--- src/hdl/nctd_pkg.sv ---
/*
  Constants, types and operand-field helpers for the nibble transfer core:
  register map, field positions, reset values, opcode patterns and the state record.
  Assumes a 13-bit instruction word and a nibble-wide data memory.
*/
// Overview of operation
// - two 4-bit data registers form one 8-bit pair, second one upper
// - both 16-bit index registers loadable only whole, upper and lower byte in one write
// - 8-bit extension register; writing it prepares the next instruction's operand
// - return stack pointer 16 bits, only bits 9..2 loadable as a byte
// - nibble stack pointer 16 bits, bits 7..0 loadable as a byte
// - 4-bit flag register (extension, interrupt, carry, zero) readable into first register
// - flag loads from first register or literal overwrite all four flags
// - every other transfer or swap clears extension flag, keeps the rest
// - post-increment forms add one to the index after it gave the address
// - single-cycle loads and stores; memory-to-memory copies take two cycles
// - register swap takes one cycle; register-memory swap takes two, swapping both
// - nibble literal 0..15 sits in the four lowest instruction bits
// - 6-bit short address selects low page or top I/O page nibble
// - signed byte literal is two's complement, -128 to 127
// - 4-bit count base operand encodes a base from 1 to 16
// - soft trap operand selects vector 0100H to 013FH
// - program counter is 16 bits wide, 65536-word program space
// - writing extension register sets extension flag; next instruction clears it
// - extension turns plain indexed access into absolute low or top page address
package nctd_pkg;

  // ==========================================================
  // register map (byte offsets on the Avalon slave)
  localparam logic [7:0] OFS_CTRL = 8'h00;
  localparam logic [7:0] OFS_STAT = 8'h04;
  localparam logic [7:0] OFS_PAIR = 8'h08;
  localparam logic [7:0] OFS_FLAG = 8'h0c;
  localparam logic [7:0] OFS_FIRST = 8'h10;
  localparam logic [7:0] OFS_SECOND = 8'h14;
  localparam logic [7:0] OFS_PREFIX = 8'h18;
  localparam logic [7:0] OFS_RSTACK = 8'h1c;
  localparam logic [7:0] OFS_NSTACK = 8'h20;
  localparam logic [7:0] OFS_PCNT = 8'h24;
  localparam logic [7:0] OFS_INSN = 8'h28;
  localparam logic [7:0] OFS_OPND = 8'h2c;
  localparam logic [7:0] OFS_PAGE = 8'h30;

  // ==========================================================
  // flag positions, pages and field constants
  localparam int FLAG_E = 3;
  localparam int FLAG_I = 2;
  localparam int FLAG_C = 1;
  localparam int FLAG_Z = 0;
  localparam logic [7:0] PAGE_LOW = 8'h00;
  localparam logic [7:0] PAGE_TOP = 8'hff;
  localparam logic [9:0] SHORT_LOW = 10'h000;
  localparam logic [9:0] SHORT_TOP = 10'h3ff;
  localparam logic [9:0] TRAP_BASE = 10'h004;
  localparam logic [4:0] BASE_OFFSET = 5'h01;

  // ==========================================================
  // opcode patterns (upper instruction bits)
  localparam logic [8:0] OP_RR = 9'h1ef;
  localparam logic [9:0] OP_MM = 10'h3df;
  localparam logic [12:0] OP_AF = 13'h1ff6;
  localparam logic [12:0] OP_FA = 13'h1ff5;
  localparam logic [12:0] OP_XAB = 13'h1ff7;
  localparam logic [7:0] OP_RI = 8'hf6;
  localparam logic [8:0] OP_FI = 9'h10b;
  localparam logic [9:0] OP_LDM = 10'h3dc;
  localparam logic [9:0] OP_STR = 10'h3dd;
  localparam logic [6:0] OP_STI = 7'h7a;
  localparam logic [9:0] OP_XM = 10'h21f;

  typedef enum logic [3:0] {
    K_NOP, K_RR, K_AF, K_FA, K_XAB, K_RI, K_FI, K_LDM, K_STR, K_STI, K_MM, K_XM
  } nctd_kind_t;

  typedef struct packed {
    logic [3:0] a;
    logic [3:0] b;
    logic [3:0] f;
    logic [3:0] tmp;
    logic [15:0] x;
    logic [15:0] y;
    logic [15:0] sp1;
    logic [15:0] sp2;
    logic [15:0] pc;
    logic [7:0] upper_byte_prefix_reg;
    logic [12:0] ir;
    logic ir_valid;
    logic ph;
    logic step;
    logic run;
    logic ack;
    logic [31:0] rdata;
  } nctd_state_t;

  localparam nctd_state_t STATE_RST = '0;

  // ==========================================================
  // operand fields
  function automatic logic [3:0] nibble_literal(input logic [12:0] w);
    return w[3:0];
  endfunction

  function automatic logic [15:0] signed_byte_literal(input logic [12:0] w);
    return {{8{w[7]}}, w[7:0]};
  endfunction

  function automatic logic [15:0] short_page_address(input logic [12:0] w, input logic top);
    return {(top ? SHORT_TOP : SHORT_LOW), w[5:0]};
  endfunction

  function automatic logic [15:0] soft_trap_vector(input logic [12:0] w);
    return {TRAP_BASE, w[5:0]};
  endfunction

  function automatic logic [4:0] count_base_operand(input logic [12:0] w);
    return {1'b0, w[3:0]} + BASE_OFFSET;
  endfunction

  function automatic nctd_kind_t nctd_decode(input logic [12:0] w);
    nctd_kind_t k;
    k = K_NOP;
    if (w[12:4] == OP_RR && !w[3] && !w[0])
      k = K_RR;
    else if (w[12:3] == OP_MM)
      k = K_MM;
    else if (w == OP_AF)
      k = K_AF;
    else if (w == OP_FA)
      k = K_FA;
    else if (w == OP_XAB)
      k = K_XAB;
    else if (w[12:5] == OP_RI)
      k = K_RI;
    else if (w[12:4] == OP_FI)
      k = K_FI;
    else if (w[12:3] == OP_LDM)
      k = K_LDM;
    else if (w[12:3] == OP_STR)
      k = K_STR;
    else if (w[12:6] == OP_STI)
      k = K_STI;
    else if (w[12:3] == OP_XM)
      k = K_XM;
    return k;
  endfunction

endpackage

--- src/hdl/nctd_core.sv ---
/*
  Transfer and exchange execution core: fetches 13-bit words, runs the nibble
  load and swap group against data memory, and exposes its state over Avalon-MM.
  Assumes program and data memory answer within the same clock as the address.
*/
// The placing of the registers and register access over Avalon-MM were decided locally.
`timescale 1ns/1ps
module nctd_core (
  input wire logic clk_i,
  input wire logic rstn_i,
  output logic [15:0] pm_addr_o,
  input wire logic [12:0] pm_data_i,
  output logic [15:0] dm_addr_o,
  output logic dm_rd_o,
  output logic dm_wr_o,
  output logic [3:0] dm_wdata_o,
  input wire logic [3:0] dm_rdata_i,
  input wire logic [7:0] avs_address_i,
  input wire logic avs_read_i,
  input wire logic avs_write_i,
  input wire logic [31:0] avs_writedata_i,
  output logic [31:0] avs_readdata_o,
  output logic avs_waitrequest_o
);
  import nctd_pkg::*;

  nctd_state_t s_reg;
  nctd_state_t s_next;
  nctd_kind_t kind;
  logic two;
  logic adv;
  logic last;
  logic use_y;
  logic post;
  logic ext_ok;
  logic idle;
  logic req;
  logic [3:0] lit;
  logic [31:0] rd_mux;

  // ==========================================================
  // decode
  always_comb
  begin
    kind = s_reg.ir_valid ? nctd_decode(s_reg.ir) : K_NOP;
    two = (kind == K_MM) || (kind == K_XM);
    adv = s_reg.run | s_reg.ph | s_reg.step;
    last = s_reg.ph & (s_reg.step | ~two);
    lit = nibble_literal(s_reg.ir);
    post = (kind == K_STI) ? s_reg.ir[4] : s_reg.ir[0];
    // a copy points at its source in the first step and at its destination in the second
    if (kind == K_STI)
      use_y = s_reg.ir[5];
    else if (kind == K_MM)
      use_y = s_reg.step ? ~s_reg.ir[1] : s_reg.ir[1];
    else
      use_y = s_reg.ir[1];
    // copy, register and post-increment forms ignore a pending extension
    ext_ok = s_reg.f[FLAG_E] & ~post &
             (kind == K_LDM || kind == K_STR || kind == K_STI || kind == K_XM);
    idle = ~s_reg.run & ~s_reg.ph & ~s_reg.step;
    req = avs_read_i | avs_write_i;
  end

  // ==========================================================
  // memory side
  always_comb
  begin
    pm_addr_o = s_reg.pc;
    if (ext_ok)
      dm_addr_o = {(use_y ? PAGE_TOP : PAGE_LOW), s_reg.upper_byte_prefix_reg};
    else
      dm_addr_o = use_y ? s_reg.y : s_reg.x;
    // the read strobe stands for both clocks of the read step, data is taken at its end
    dm_rd_o = adv & ~s_reg.step & (kind == K_LDM || kind == K_XM || kind == K_MM);
    dm_wr_o = adv & s_reg.ph & ((kind == K_STR || kind == K_STI) ||
                               ((kind == K_MM || kind == K_XM) & s_reg.step));
    if (kind == K_STI)
      dm_wdata_o = lit;
    else if (kind == K_MM)
      dm_wdata_o = s_reg.tmp;
    else
      dm_wdata_o = s_reg.ir[2] ? s_reg.b : s_reg.a;
    // exactly one wait state: ack toggles after each accepted request
    avs_waitrequest_o = req & ~s_reg.ack;
    avs_readdata_o = s_reg.rdata;
  end

  // ==========================================================
  // register read mux
  always_comb
  begin
    rd_mux = '0;
    case (avs_address_i)
      OFS_CTRL: rd_mux[0] = s_reg.run;
      OFS_STAT: rd_mux[3:0] = {s_reg.ir_valid, s_reg.step, s_reg.ph, s_reg.run};
      OFS_PAIR: rd_mux[7:0] = {s_reg.b, s_reg.a};
      OFS_FLAG: rd_mux[3:0] = s_reg.f;
      OFS_FIRST: rd_mux[15:0] = s_reg.x;
      OFS_SECOND: rd_mux[15:0] = s_reg.y;
      OFS_PREFIX: rd_mux[7:0] = s_reg.upper_byte_prefix_reg;
      OFS_RSTACK: rd_mux[15:0] = s_reg.sp1;
      OFS_NSTACK: rd_mux[15:0] = s_reg.sp2;
      OFS_PCNT: rd_mux[15:0] = s_reg.pc;
      // operand views of the latched word let software check field decoding
      OFS_INSN: rd_mux = {11'h000, count_base_operand(s_reg.ir), 3'h0, s_reg.ir};
      OFS_OPND: rd_mux = {soft_trap_vector(s_reg.ir), signed_byte_literal(s_reg.ir)};
      OFS_PAGE: rd_mux = {short_page_address(s_reg.ir, 1'b1),
                          short_page_address(s_reg.ir, 1'b0)};
      default: rd_mux = '0;
    endcase
  end

  // ==========================================================
  // next state
  always_comb
  begin
    s_next = s_reg;
    if (adv)
    begin
      s_next.ph = ~s_reg.ph;
      if (s_reg.ph & two & ~s_reg.step)
        s_next.step = 1'b1;
      // the fetched nibble waits in tmp so the old register can be written back first
      if (s_reg.ph & ~s_reg.step & (kind == K_MM || kind == K_XM))
        s_next.tmp = dm_rdata_i;
      if (last)
      begin
        // any completed word drops a pending extension, even one outside the group
        if (s_reg.ir_valid)
          s_next.f[FLAG_E] = 1'b0;
        case (kind)
          K_RR:
          begin
            if (s_reg.ir[2])
              s_next.b = s_reg.ir[1] ? s_reg.b : s_reg.a;
            else
              s_next.a = s_reg.ir[1] ? s_reg.b : s_reg.a;
          end
          K_AF: s_next.a = s_reg.f;
          K_FA: s_next.f = s_reg.a;
          K_FI: s_next.f = lit;
          K_XAB:
          begin
            s_next.a = s_reg.b;
            s_next.b = s_reg.a;
          end
          K_RI:
          begin
            if (s_reg.ir[4])
              s_next.b = lit;
            else
              s_next.a = lit;
          end
          K_LDM:
          begin
            if (s_reg.ir[2])
              s_next.b = dm_rdata_i;
            else
              s_next.a = dm_rdata_i;
          end
          K_XM:
          begin
            if (s_reg.ir[2])
              s_next.b = s_reg.tmp;
            else
              s_next.a = s_reg.tmp;
          end
          default: s_next.tmp = s_reg.tmp;
        endcase
        // index bumps land after the address has been used
        if (kind == K_MM)
        begin
          if (s_reg.ir[0])
          begin
            if (s_reg.ir[1])
              s_next.y = s_reg.y + 16'h0001;
            else
              s_next.x = s_reg.x + 16'h0001;
          end
          if (s_reg.ir[2])
          begin
            if (s_reg.ir[1])
              s_next.x = s_reg.x + 16'h0001;
            else
              s_next.y = s_reg.y + 16'h0001;
          end
        end
        else if ((kind == K_LDM || kind == K_STR || kind == K_STI || kind == K_XM) && post)
        begin
          if (use_y)
            s_next.y = s_reg.y + 16'h0001;
          else
            s_next.x = s_reg.x + 16'h0001;
        end
        s_next.step = 1'b0;
        s_next.ir = pm_data_i;
        s_next.ir_valid = 1'b1;
        s_next.pc = s_reg.pc + 16'h0001;
      end
    end

    // bus slave: one wait state, then the access completes
    s_next.ack = req & ~s_reg.ack;
    if (avs_read_i & ~s_reg.ack)
      s_next.rdata = rd_mux;
    // pair, flag, index, stack and counter writes take effect only while halted at an instruction boundary; control and prefix writes at any time
    if (avs_write_i & s_reg.ack)
    begin
      case (avs_address_i)
        OFS_CTRL: s_next.run = avs_writedata_i[0];
        OFS_PREFIX:
        begin
          s_next.upper_byte_prefix_reg = avs_writedata_i[7:0];
          s_next.f[FLAG_E] = 1'b1;
        end
        OFS_PAIR:
        begin
          if (idle)
          begin
            s_next.a = avs_writedata_i[3:0];
            s_next.b = avs_writedata_i[7:4];
          end
        end
        OFS_FLAG:
        begin
          if (idle)
            s_next.f = avs_writedata_i[3:0];
        end
        OFS_FIRST:
        begin
          if (idle)
          begin
            s_next.x[15:8] = avs_writedata_i[15:8];
            s_next.x[7:0] = avs_writedata_i[7:0];
          end
        end
        OFS_SECOND:
        begin
          if (idle)
          begin
            s_next.y[15:8] = avs_writedata_i[15:8];
            s_next.y[7:0] = avs_writedata_i[7:0];
          end
        end
        OFS_RSTACK:
        begin
          if (idle)
            s_next.sp1 = {6'h00, avs_writedata_i[7:0], 2'h0};
        end
        OFS_NSTACK:
        begin
          if (idle)
            s_next.sp2 = {8'h00, avs_writedata_i[7:0]};
        end
        OFS_PCNT:
        begin
          if (idle)
          begin
            s_next.pc = avs_writedata_i[15:0];
            s_next.ir_valid = 1'b0;
          end
        end
        default: s_next.upper_byte_prefix_reg = s_next.upper_byte_prefix_reg;
      endcase
    end
  end

  always_ff @(posedge clk_i or negedge rstn_i)
  begin
    if (!rstn_i)
      s_reg <= STATE_RST;
    else
      s_reg <= s_next;
  end

  // a prefix write on the edge that ends an instruction keeps the flag set
  logic ext_wr;
  assign ext_wr = avs_write_i & s_reg.ack & (avs_address_i == OFS_PREFIX);
endmodule

--- config.mk ---
export PLATFORM = sky130hd
export DESIGN_NAME = nctd_core
export DESIGN_NICKNAME = d
export VERILOG_FILES = /design/src/hdl/nctd_pkg.sv /design/src/hdl/nctd_core.sv
export SDC_FILE = /design/constraint.sdc
export NUM_CORES = 1
export LEC_CHECK = 0
export BUFFER_PORTS_ARGS = -buffer_cell sky130_fd_sc_hd__buf_2
export CAP_MARGIN = 10
export CORE_MARGIN = 4
export CORE_UTILIZATION = 40
export CTS_CLUSTER_DIAMETER = 100
export DETAILED_ROUTE_END_ITERATION = 7
export SETUP_SLACK_MARGIN = 0.3
export SLEW_MARGIN = 10
export SYNTH_ARGS = -nofsm -noshare
export SYNTH_HDL_FRONTEND = slang
export SYNTH_SLANG_ARGS = --single-unit
--- constraint.sdc ---
create_clock -name clk_i -period 9.35 [get_ports clk_i]
set_clock_uncertainty 0.15 [all_clocks]
set_input_delay 1.4025 -clock clk_i [delete_from_list [all_inputs] [get_ports clk_i]]
set_output_delay 1.4025 -clock clk_i [all_outputs]
set_load 0.02 [all_outputs]
### After elaboration in Yosys (flattened, before gate mapping)

Index checks and enable logic that the tools add are counted.

| word-level totals | value |
|---|---|
| register bits after elaboration | 138 |
| input bits | 61 |
| output and inout bits | 71 |
| word-level logic and storage cells | 191 |

| operators by class | value |
|---|---|
| add/subtract/negate cells | 4 |
| equal/unequal tests | 35 |
| mux-type cells | 81 |
| bitwise operators | 28 |
| reduce and logical (&&, ||, !) cells | 26 |

Operator list:

| kind | count |
|---|---|
| 16-bit two-way mux | 18 |
| 32-bit two-way mux | 4 |
| 4-bit two-way mux | 27 |
| 48-bit two-way mux | 2 |
| 88-bit two-way mux | 1 |
| 16-bit by 1-bit adder with 16-bit output (second input constant) | 3 |
| 16-bit case mux with 3 select lines | 1 |
| 8-bit case mux with 6 select lines | 1 |
| 10-bit equality test (second input constant) | 4 |
| 8-bit by 6-bit equality test with 1-bit output (second input constant) | 5 |
| 8-bit two-way mux | 5 |
| 13-bit equality test (second input constant) | 3 |
| 4-bit case mux with 9 select lines | 1 |
| 8-bit by 5-bit equality test with 1-bit output (second input constant) | 4 |
| 3-bit case mux with 10 select lines | 1 |
| 4-bit case mux with 6 select lines | 1 |
| 4-bit case mux with 5 select lines | 1 |
| 9-bit equality test (second input constant) | 2 |
| 1-bit bitwise AND | 17 |
| 4-bit by 3-bit equality test with 1-bit output (second input constant) | 4 |
| 4-bit equality test (second input constant) | 4 |
| 8-bit by 4-bit equality test with 1-bit output (second input constant) | 2 |
| 12-bit two-way mux | 1 |
| 1-bit two-way mux | 11 |
| 24 further kinds | 51 |

### Depth between registers and ports, before layout

| depth | value |
|---|---|
| depth after elaboration | 25 |
| gate-level depth with buffers | 14 |
| gate-level depth less buffers | 10 |

### Least setup slack after synthesis

No wires, ideal clock.

| path | value |
|---|---|
| path type | reg-to-output |
| start point | reg s_reg (netlist bit lit[1]) |
| end point | out dm_addr_o[7] |
| arrival | 3411 ps |
| required time | 7797 ps |
| slack | 4387 ps |
| stages on the path, launching flop included | 15 |
| path buffers | 4 |
| cells stage by stage | dfrtp_1 -> clkbuf_1 -> clkbuf_1 -> inv_1 -> ha_1 -> nand4b_1 -> o22a_1 -> o31a_1 -> nor4b_4 -> clkbuf_1 -> nand2_1 -> o31ai_2 -> buf_2 -> mux2i_1 -> a21oi_1 |

| on the way | value |
|---|---|
| word-level cells in the longest chain between the ends | 13 |
| elaborated cells between the ends (all ways) | 27 |
| classes of those cells | eq/ne (8); mux (12); bitwise (4); reduce/logical (3) |

Ends and longest elaborated chain:

| item | RTL line | text |
|---|---|---|
| from (decl) | nctd_core.sv:27 | `nctd_state_t s_reg;` |
| from (signal assigned) | nctd_core.sv:274 | `s_reg <= s_next;` |
| 13-bit equality test | nctd_pkg.sv:130 | `else if (w == OP_XAB)` |
| 4-bit two-way mux | nctd_pkg.sv:130 |  |
| 4-bit two-way mux | nctd_pkg.sv:128 | `else if (w == OP_FA)` |
| 4-bit two-way mux | nctd_pkg.sv:126 | `else if (w == OP_AF)` |
| 4-bit two-way mux | nctd_pkg.sv:124 | `else if (w[12:3] == OP_MM)` |
| 4-bit two-way mux | nctd_pkg.sv:122 | `if (w[12:4] == OP_RR && !w[3] && !w[0])` |
| 4-bit two-way mux | nctd_core.sv:45 | `kind = s_reg.ir_valid ? nctd_decode(s_reg.ir) : K_NOP;` |
| 4-bit equality test, or another cell as far along | nctd_core.sv:50, nctd_core.sv:52, nctd_core.sv:60 |  |
| 1-bit two-way mux / 1-bit logical OR (equally long branches) | nctd_core.sv:50, nctd_core.sv:60 |  |
| 1-bit inverter / 1-bit logical OR (equally long branches) | nctd_core.sv:59, nctd_core.sv:60 |  |
| 1-bit bitwise AND / 1-bit logical OR (equally long branches) | nctd_core.sv:59, nctd_core.sv:60 |  |
| 1-bit bitwise AND | nctd_core.sv:59 | `ext_ok = s_reg.f[FLAG_E] & ~post &` |
| 16-bit two-way mux * | nctd_core.sv:70 | `if (ext_ok)` |
| to (decl) | nctd_core.sv:13 | `output logic [15:0] dm_addr_o,` |

Mark *: on every way between the ends. The rest lies on a longest branch, timed or not.

### Worst setup path in the final report

| path | value |
|---|---|
| start point | reg s_reg[41] in the netlist's numbering |
| end point | out dm_addr_o[9] |

| on the way | value |
|---|---|
| word-level cells in the longest chain between the ends | 19 |
| elaborated cells between the ends (all ways) | 40 |
| classes of those cells | eq/ne (14); mux (18); bitwise (3); reduce/logical (5) |

Ends and longest elaborated chain:

| item | RTL line | text |
|---|---|---|
| 10-bit equality test | nctd_pkg.sv:142 | `else if (w[12:3] == OP_XM)` |
| 4-bit two-way mux | nctd_pkg.sv:142 |  |
| 4-bit two-way mux | nctd_pkg.sv:140 | `else if (w[12:6] == OP_STI)` |
| 4-bit two-way mux | nctd_pkg.sv:138 | `else if (w[12:3] == OP_STR)` |
| 4-bit two-way mux | nctd_pkg.sv:136 | `else if (w[12:3] == OP_LDM)` |
| 4-bit two-way mux | nctd_pkg.sv:134 | `else if (w[12:4] == OP_FI)` |
| 4-bit two-way mux | nctd_pkg.sv:132 | `else if (w[12:5] == OP_RI)` |
| 4-bit two-way mux | nctd_pkg.sv:130 |  |
| (+3 left out) | -- |  |
| 4-bit two-way mux | nctd_pkg.sv:122 |  |
| 4-bit two-way mux | nctd_core.sv:45 |  |
| 4-bit equality test, or another cell as far along | nctd_core.sv:50, nctd_core.sv:52, nctd_core.sv:60 |  |
| 1-bit two-way mux / 1-bit logical OR (equally long branches) | nctd_core.sv:50, nctd_core.sv:60 |  |
| 1-bit inverter / 1-bit logical OR (equally long branches) | nctd_core.sv:59, nctd_core.sv:60 |  |
| 1-bit bitwise AND / 1-bit logical OR (equally long branches) | nctd_core.sv:59, nctd_core.sv:60 |  |
| 1-bit bitwise AND | nctd_core.sv:59 |  |
| 16-bit two-way mux * | nctd_core.sv:70 |  |

Marked as above.

==> impl_metrics.csv <==
group,metric,value,unit
outcome,run_status,"complete, no violations",
detailed_routing,drt_iter0_drc,905,
timing,slew_headroom,0.227,
die,die_h,155,um
synthesis,synth_flop_cell,"dfrtp_1",
timing,whs,324,ps
detailed_routing,drt_wl_total,29500,um
global_routing,grt_use_total,0.241,
layout,nFillCells,2086,
placement,portBuffers,115,
layout,multi_input_area,4800,um^2
placement,dp.cells,1308,
timing,setup-violations-final,0,
global_routing,antenna_found_initial,1,
worst_setup_path,crit_fanout,18,
clock_tree,cts_max_level,4,
clock_tree,cts_tree,"done",
power,p_total,0.00211,W
placement,placed_cell_area,9100,um^2
clock_tree,clk_latency,420,ps
timing,setup_tns,0,ps
power,p_int,0.00133,W
worst_setup_path,arrival,4720,ps
timing,slew_violations,0,
worst_setup_path,required,7800,ps
synthesis,syn_inst,1013,
synthesis,synthArstFlopShare,1.00,
die,core_area,21200,um^2
worst_setup_path,cp_cell_sequence,"nand3_1, a2111oi_4, o21ai_2, nor4b_4, nand2_1, nand2_1, and2_0, o2bb2ai_1, buf_2",
power,p_clk_frac,0.367,
layout,final_area,9780,um^2
timing,tightest_slew,1160,ps
die,die_w,155,um
layout,mostFrequentLayoutCell,"dfrtp_1",
power,combPwrFrac,0.262,
synthesis,syn_area,8670,um^2
global_routing,grt_pass1_wl,45300,um
worst_setup_path,critPathKind,"reg2out",
synthesis,synth-edff-count,0,
power,seqPwrFrac,0.371,
flow_run,max_cap_violations,0,
power,powerDensity,216,nW/um^2
clock_tree,ctsRootBufferMaster,"clkbuf_16",
clock_tree,clk_path_buf_depth,2,
worst_setup_path,worst_path_largest_cell_delay,890,ps
timing,hold_viol,0,
layout,final_nets,1119,
global_routing,grt_overflow,0,
clock_tree,cts_sinks,130,
layout,final_cells,1341,
detailed_routing,drt-vias-per-instance,6.09,
power,p_switching,0.000780,W
placement,place_hpwl,21400,um
detailed_routing,firstDrtPassIters,6,
global_routing,grt_pass1_vias,7604,
clock_tree,cts_resized,0,
clock_tree,post_cts_buffers,0,
worst_setup_path,crit_top_cell,"nand2_1",
synthesis,synth.ff_latch_count,130,
synthesis,synth.distinct_cells,76,
worst_hold_path,hold_path_class,"reg2reg",
synthesis,yosysSeqAreaShare,0.375,
synthesis,synth_area_per_cell,8.56,um^2
worst_setup_path,critPathSlowestCell,"dfrtp_1",
timing,period_share,0.671,
worst_setup_path,end_kind,"output port",
timing,period_minus_slack,6270,ps
layout,syn_to_final_growth,12.8,%
detailed_routing,ant_nets,0,
timing,rsz0062_at_grt,"no",
detailed_routing,drcViolationCount,0,
synthesis,yosys_warnings,0,
power,p_leak,4.14,nW
synthesis,synth_fp_nets,1080,
die,die_area,24100,um^2
global_routing,grt_max_degree,82,
timing,fmax,159,MHz
die,start_util,0.410,
clock_tree,cts.clk_slew.worst_paths,60,ps
die,ioPinCount,132,
clock_tree,cts_buffers,17,
power,sw_frac_of_total,0.370,
layout,drive_gt1_frac,0.195,
power,vdd.ir_drop.worst,0.0915,mV
clock_tree,holdBufCountCts,0,
detailed_routing,wl_per_cell,22.0,um
layout,largest_reg_flops,82,
worst_setup_path,critPathLaunchType,"register",
layout,seqCellArea,3250,um^2
detailed_routing,vias,8161,
layout,final_cell_mix,"dfrtp_1 (130), nor2_1 (115), nand2_1 (114), buf_2 (114), a21oi_1 (69)",
die,rows,53,
placement,place_congestion,0.923,
-- synthesized netlist by cell type, drive strengths merged, types with 6 or more instances --
master / instances / area (um^2)
nand4: 12 / 75.1
o211ai: 17 / 128
mux2: 29 / 327
nor2: 115 / 432
inv: 9 / 33.8
mux2i: 26 / 264
a2111oi: 6 / 90.1
a31oi: 19 / 119
a221oi: 11 / 96.3
a21oi: 69 / 345
xnor2: 7 / 61.3
a22oi: 23 / 173
a21o: 11 / 82.6
xor2: 23 / 201
dfrtp: 130 / 3250
nand2b: 9 / 56.3
o2bb2ai: 8 / 70.1
and3: 25 / 156
or3: 16 / 105
clkbuf: 47 / 178
ha: 6 / 75.1
nor3: 11 / 55.1
nand3: 27 / 135
o21ai: 69 / 353
and2: 12 / 75.1
a211oi: 6 / 45.0
o31ai: 8 / 65.1
buf: 60 / 414
nand2: 114 / 428
-- worst max-delay path, delay by kind of cell (launching register included) --
family	cells	cell delay [ps]
AND/OR/NAND/NOR	5	2400
AO/OA/AOI/OAI	3	790
buffers and inverters	1	200
flip-flops	1	890
-- power groups by stage --
stage	sequential (W)	clock, W	combinational (W)
2_1_floorplan	0.000697	0	0.000466
3_5_place_dp	0.000786	0	0.000546
4_1_cts	0.000776	0.000780	0.000548
6_report	0.000782	0.000775	0.000553
5_1_grt	0.000791	0.000806	0.000606
3_3_place_gp	0.000785	0	0.000538
-- cell families after synthesis --
| group | share of synthesized area |
|---|---|
| adders and majority gates | 0.00866 |
| AOI/OAI and AO/OA | 0.241 |
| xor gates and xnor gates | 0.0303 |
| DFF | 0.375 |
| muxes | 0.0681 |
| and+or+nand+nor | 0.205 |
| buffers and inverters | 0.0721 |
-- final timing paths --
kind	startpoint	to	slack, ps	cells past startpoint
hold reg to reg	avs_readdata_o[9]$_DFFE_PN0P_	avs_readdata_o[9]$_DFFE_PN0P_	320	1
setup reg to reg	s_reg[41]$_DFFE_PN0P_	s_reg[135]$_DFF_PN0_	4780	8
max in group asynchronous	rstn_i	avs_readdata_o[8]$_DFFE_PN0P_	7040	2
setup / recovery	s_reg[41]$_DFFE_PN0P_	dm_addr_o[9]	3080	9
hold / removal	avs_readdata_o[9]$_DFFE_PN0P_	avs_readdata_o[9]$_DFFE_PN0P_	320	1
min in group asynchronous	rstn_i	s_reg[147]$_DFF_PN0_	850	1
-- cell type report --
class,count,share of cell area
timing repair buffer,127,0.0687
sequential,130,0.333
multi-input combinational,767,0.491
antenna,1,0.000256
inverter,9,0.00345
clock inverter,11,0.0201
clock buffer,21,0.0491
tap,275,0.0352
-- layer usage --
layer  GRT usage  part of all wire  wire (um)  vias up
met3      0.0401             0.073       2150       58
met2       0.367              0.45      13200      356
met5           0                 0          0        -
met1       0.351              0.45      13400     3980
li1            -                 -          -     3767
met4      0.0792             0.026        772        0
-- metrics by stage --
| step | worst slack, ps | utilization |
|---|---|---|
| floorplan | 4390 | - |
| global placement | 3650 | 0.430 |
| detailed placement | 3620 | 0.430 |
| CTS | 3170 | 0.462 |
| global route | 2840 | 0.462 |
| finish | 3080 | 0.462 |
No activity file was read; power rests on OpenSTA's default activity.
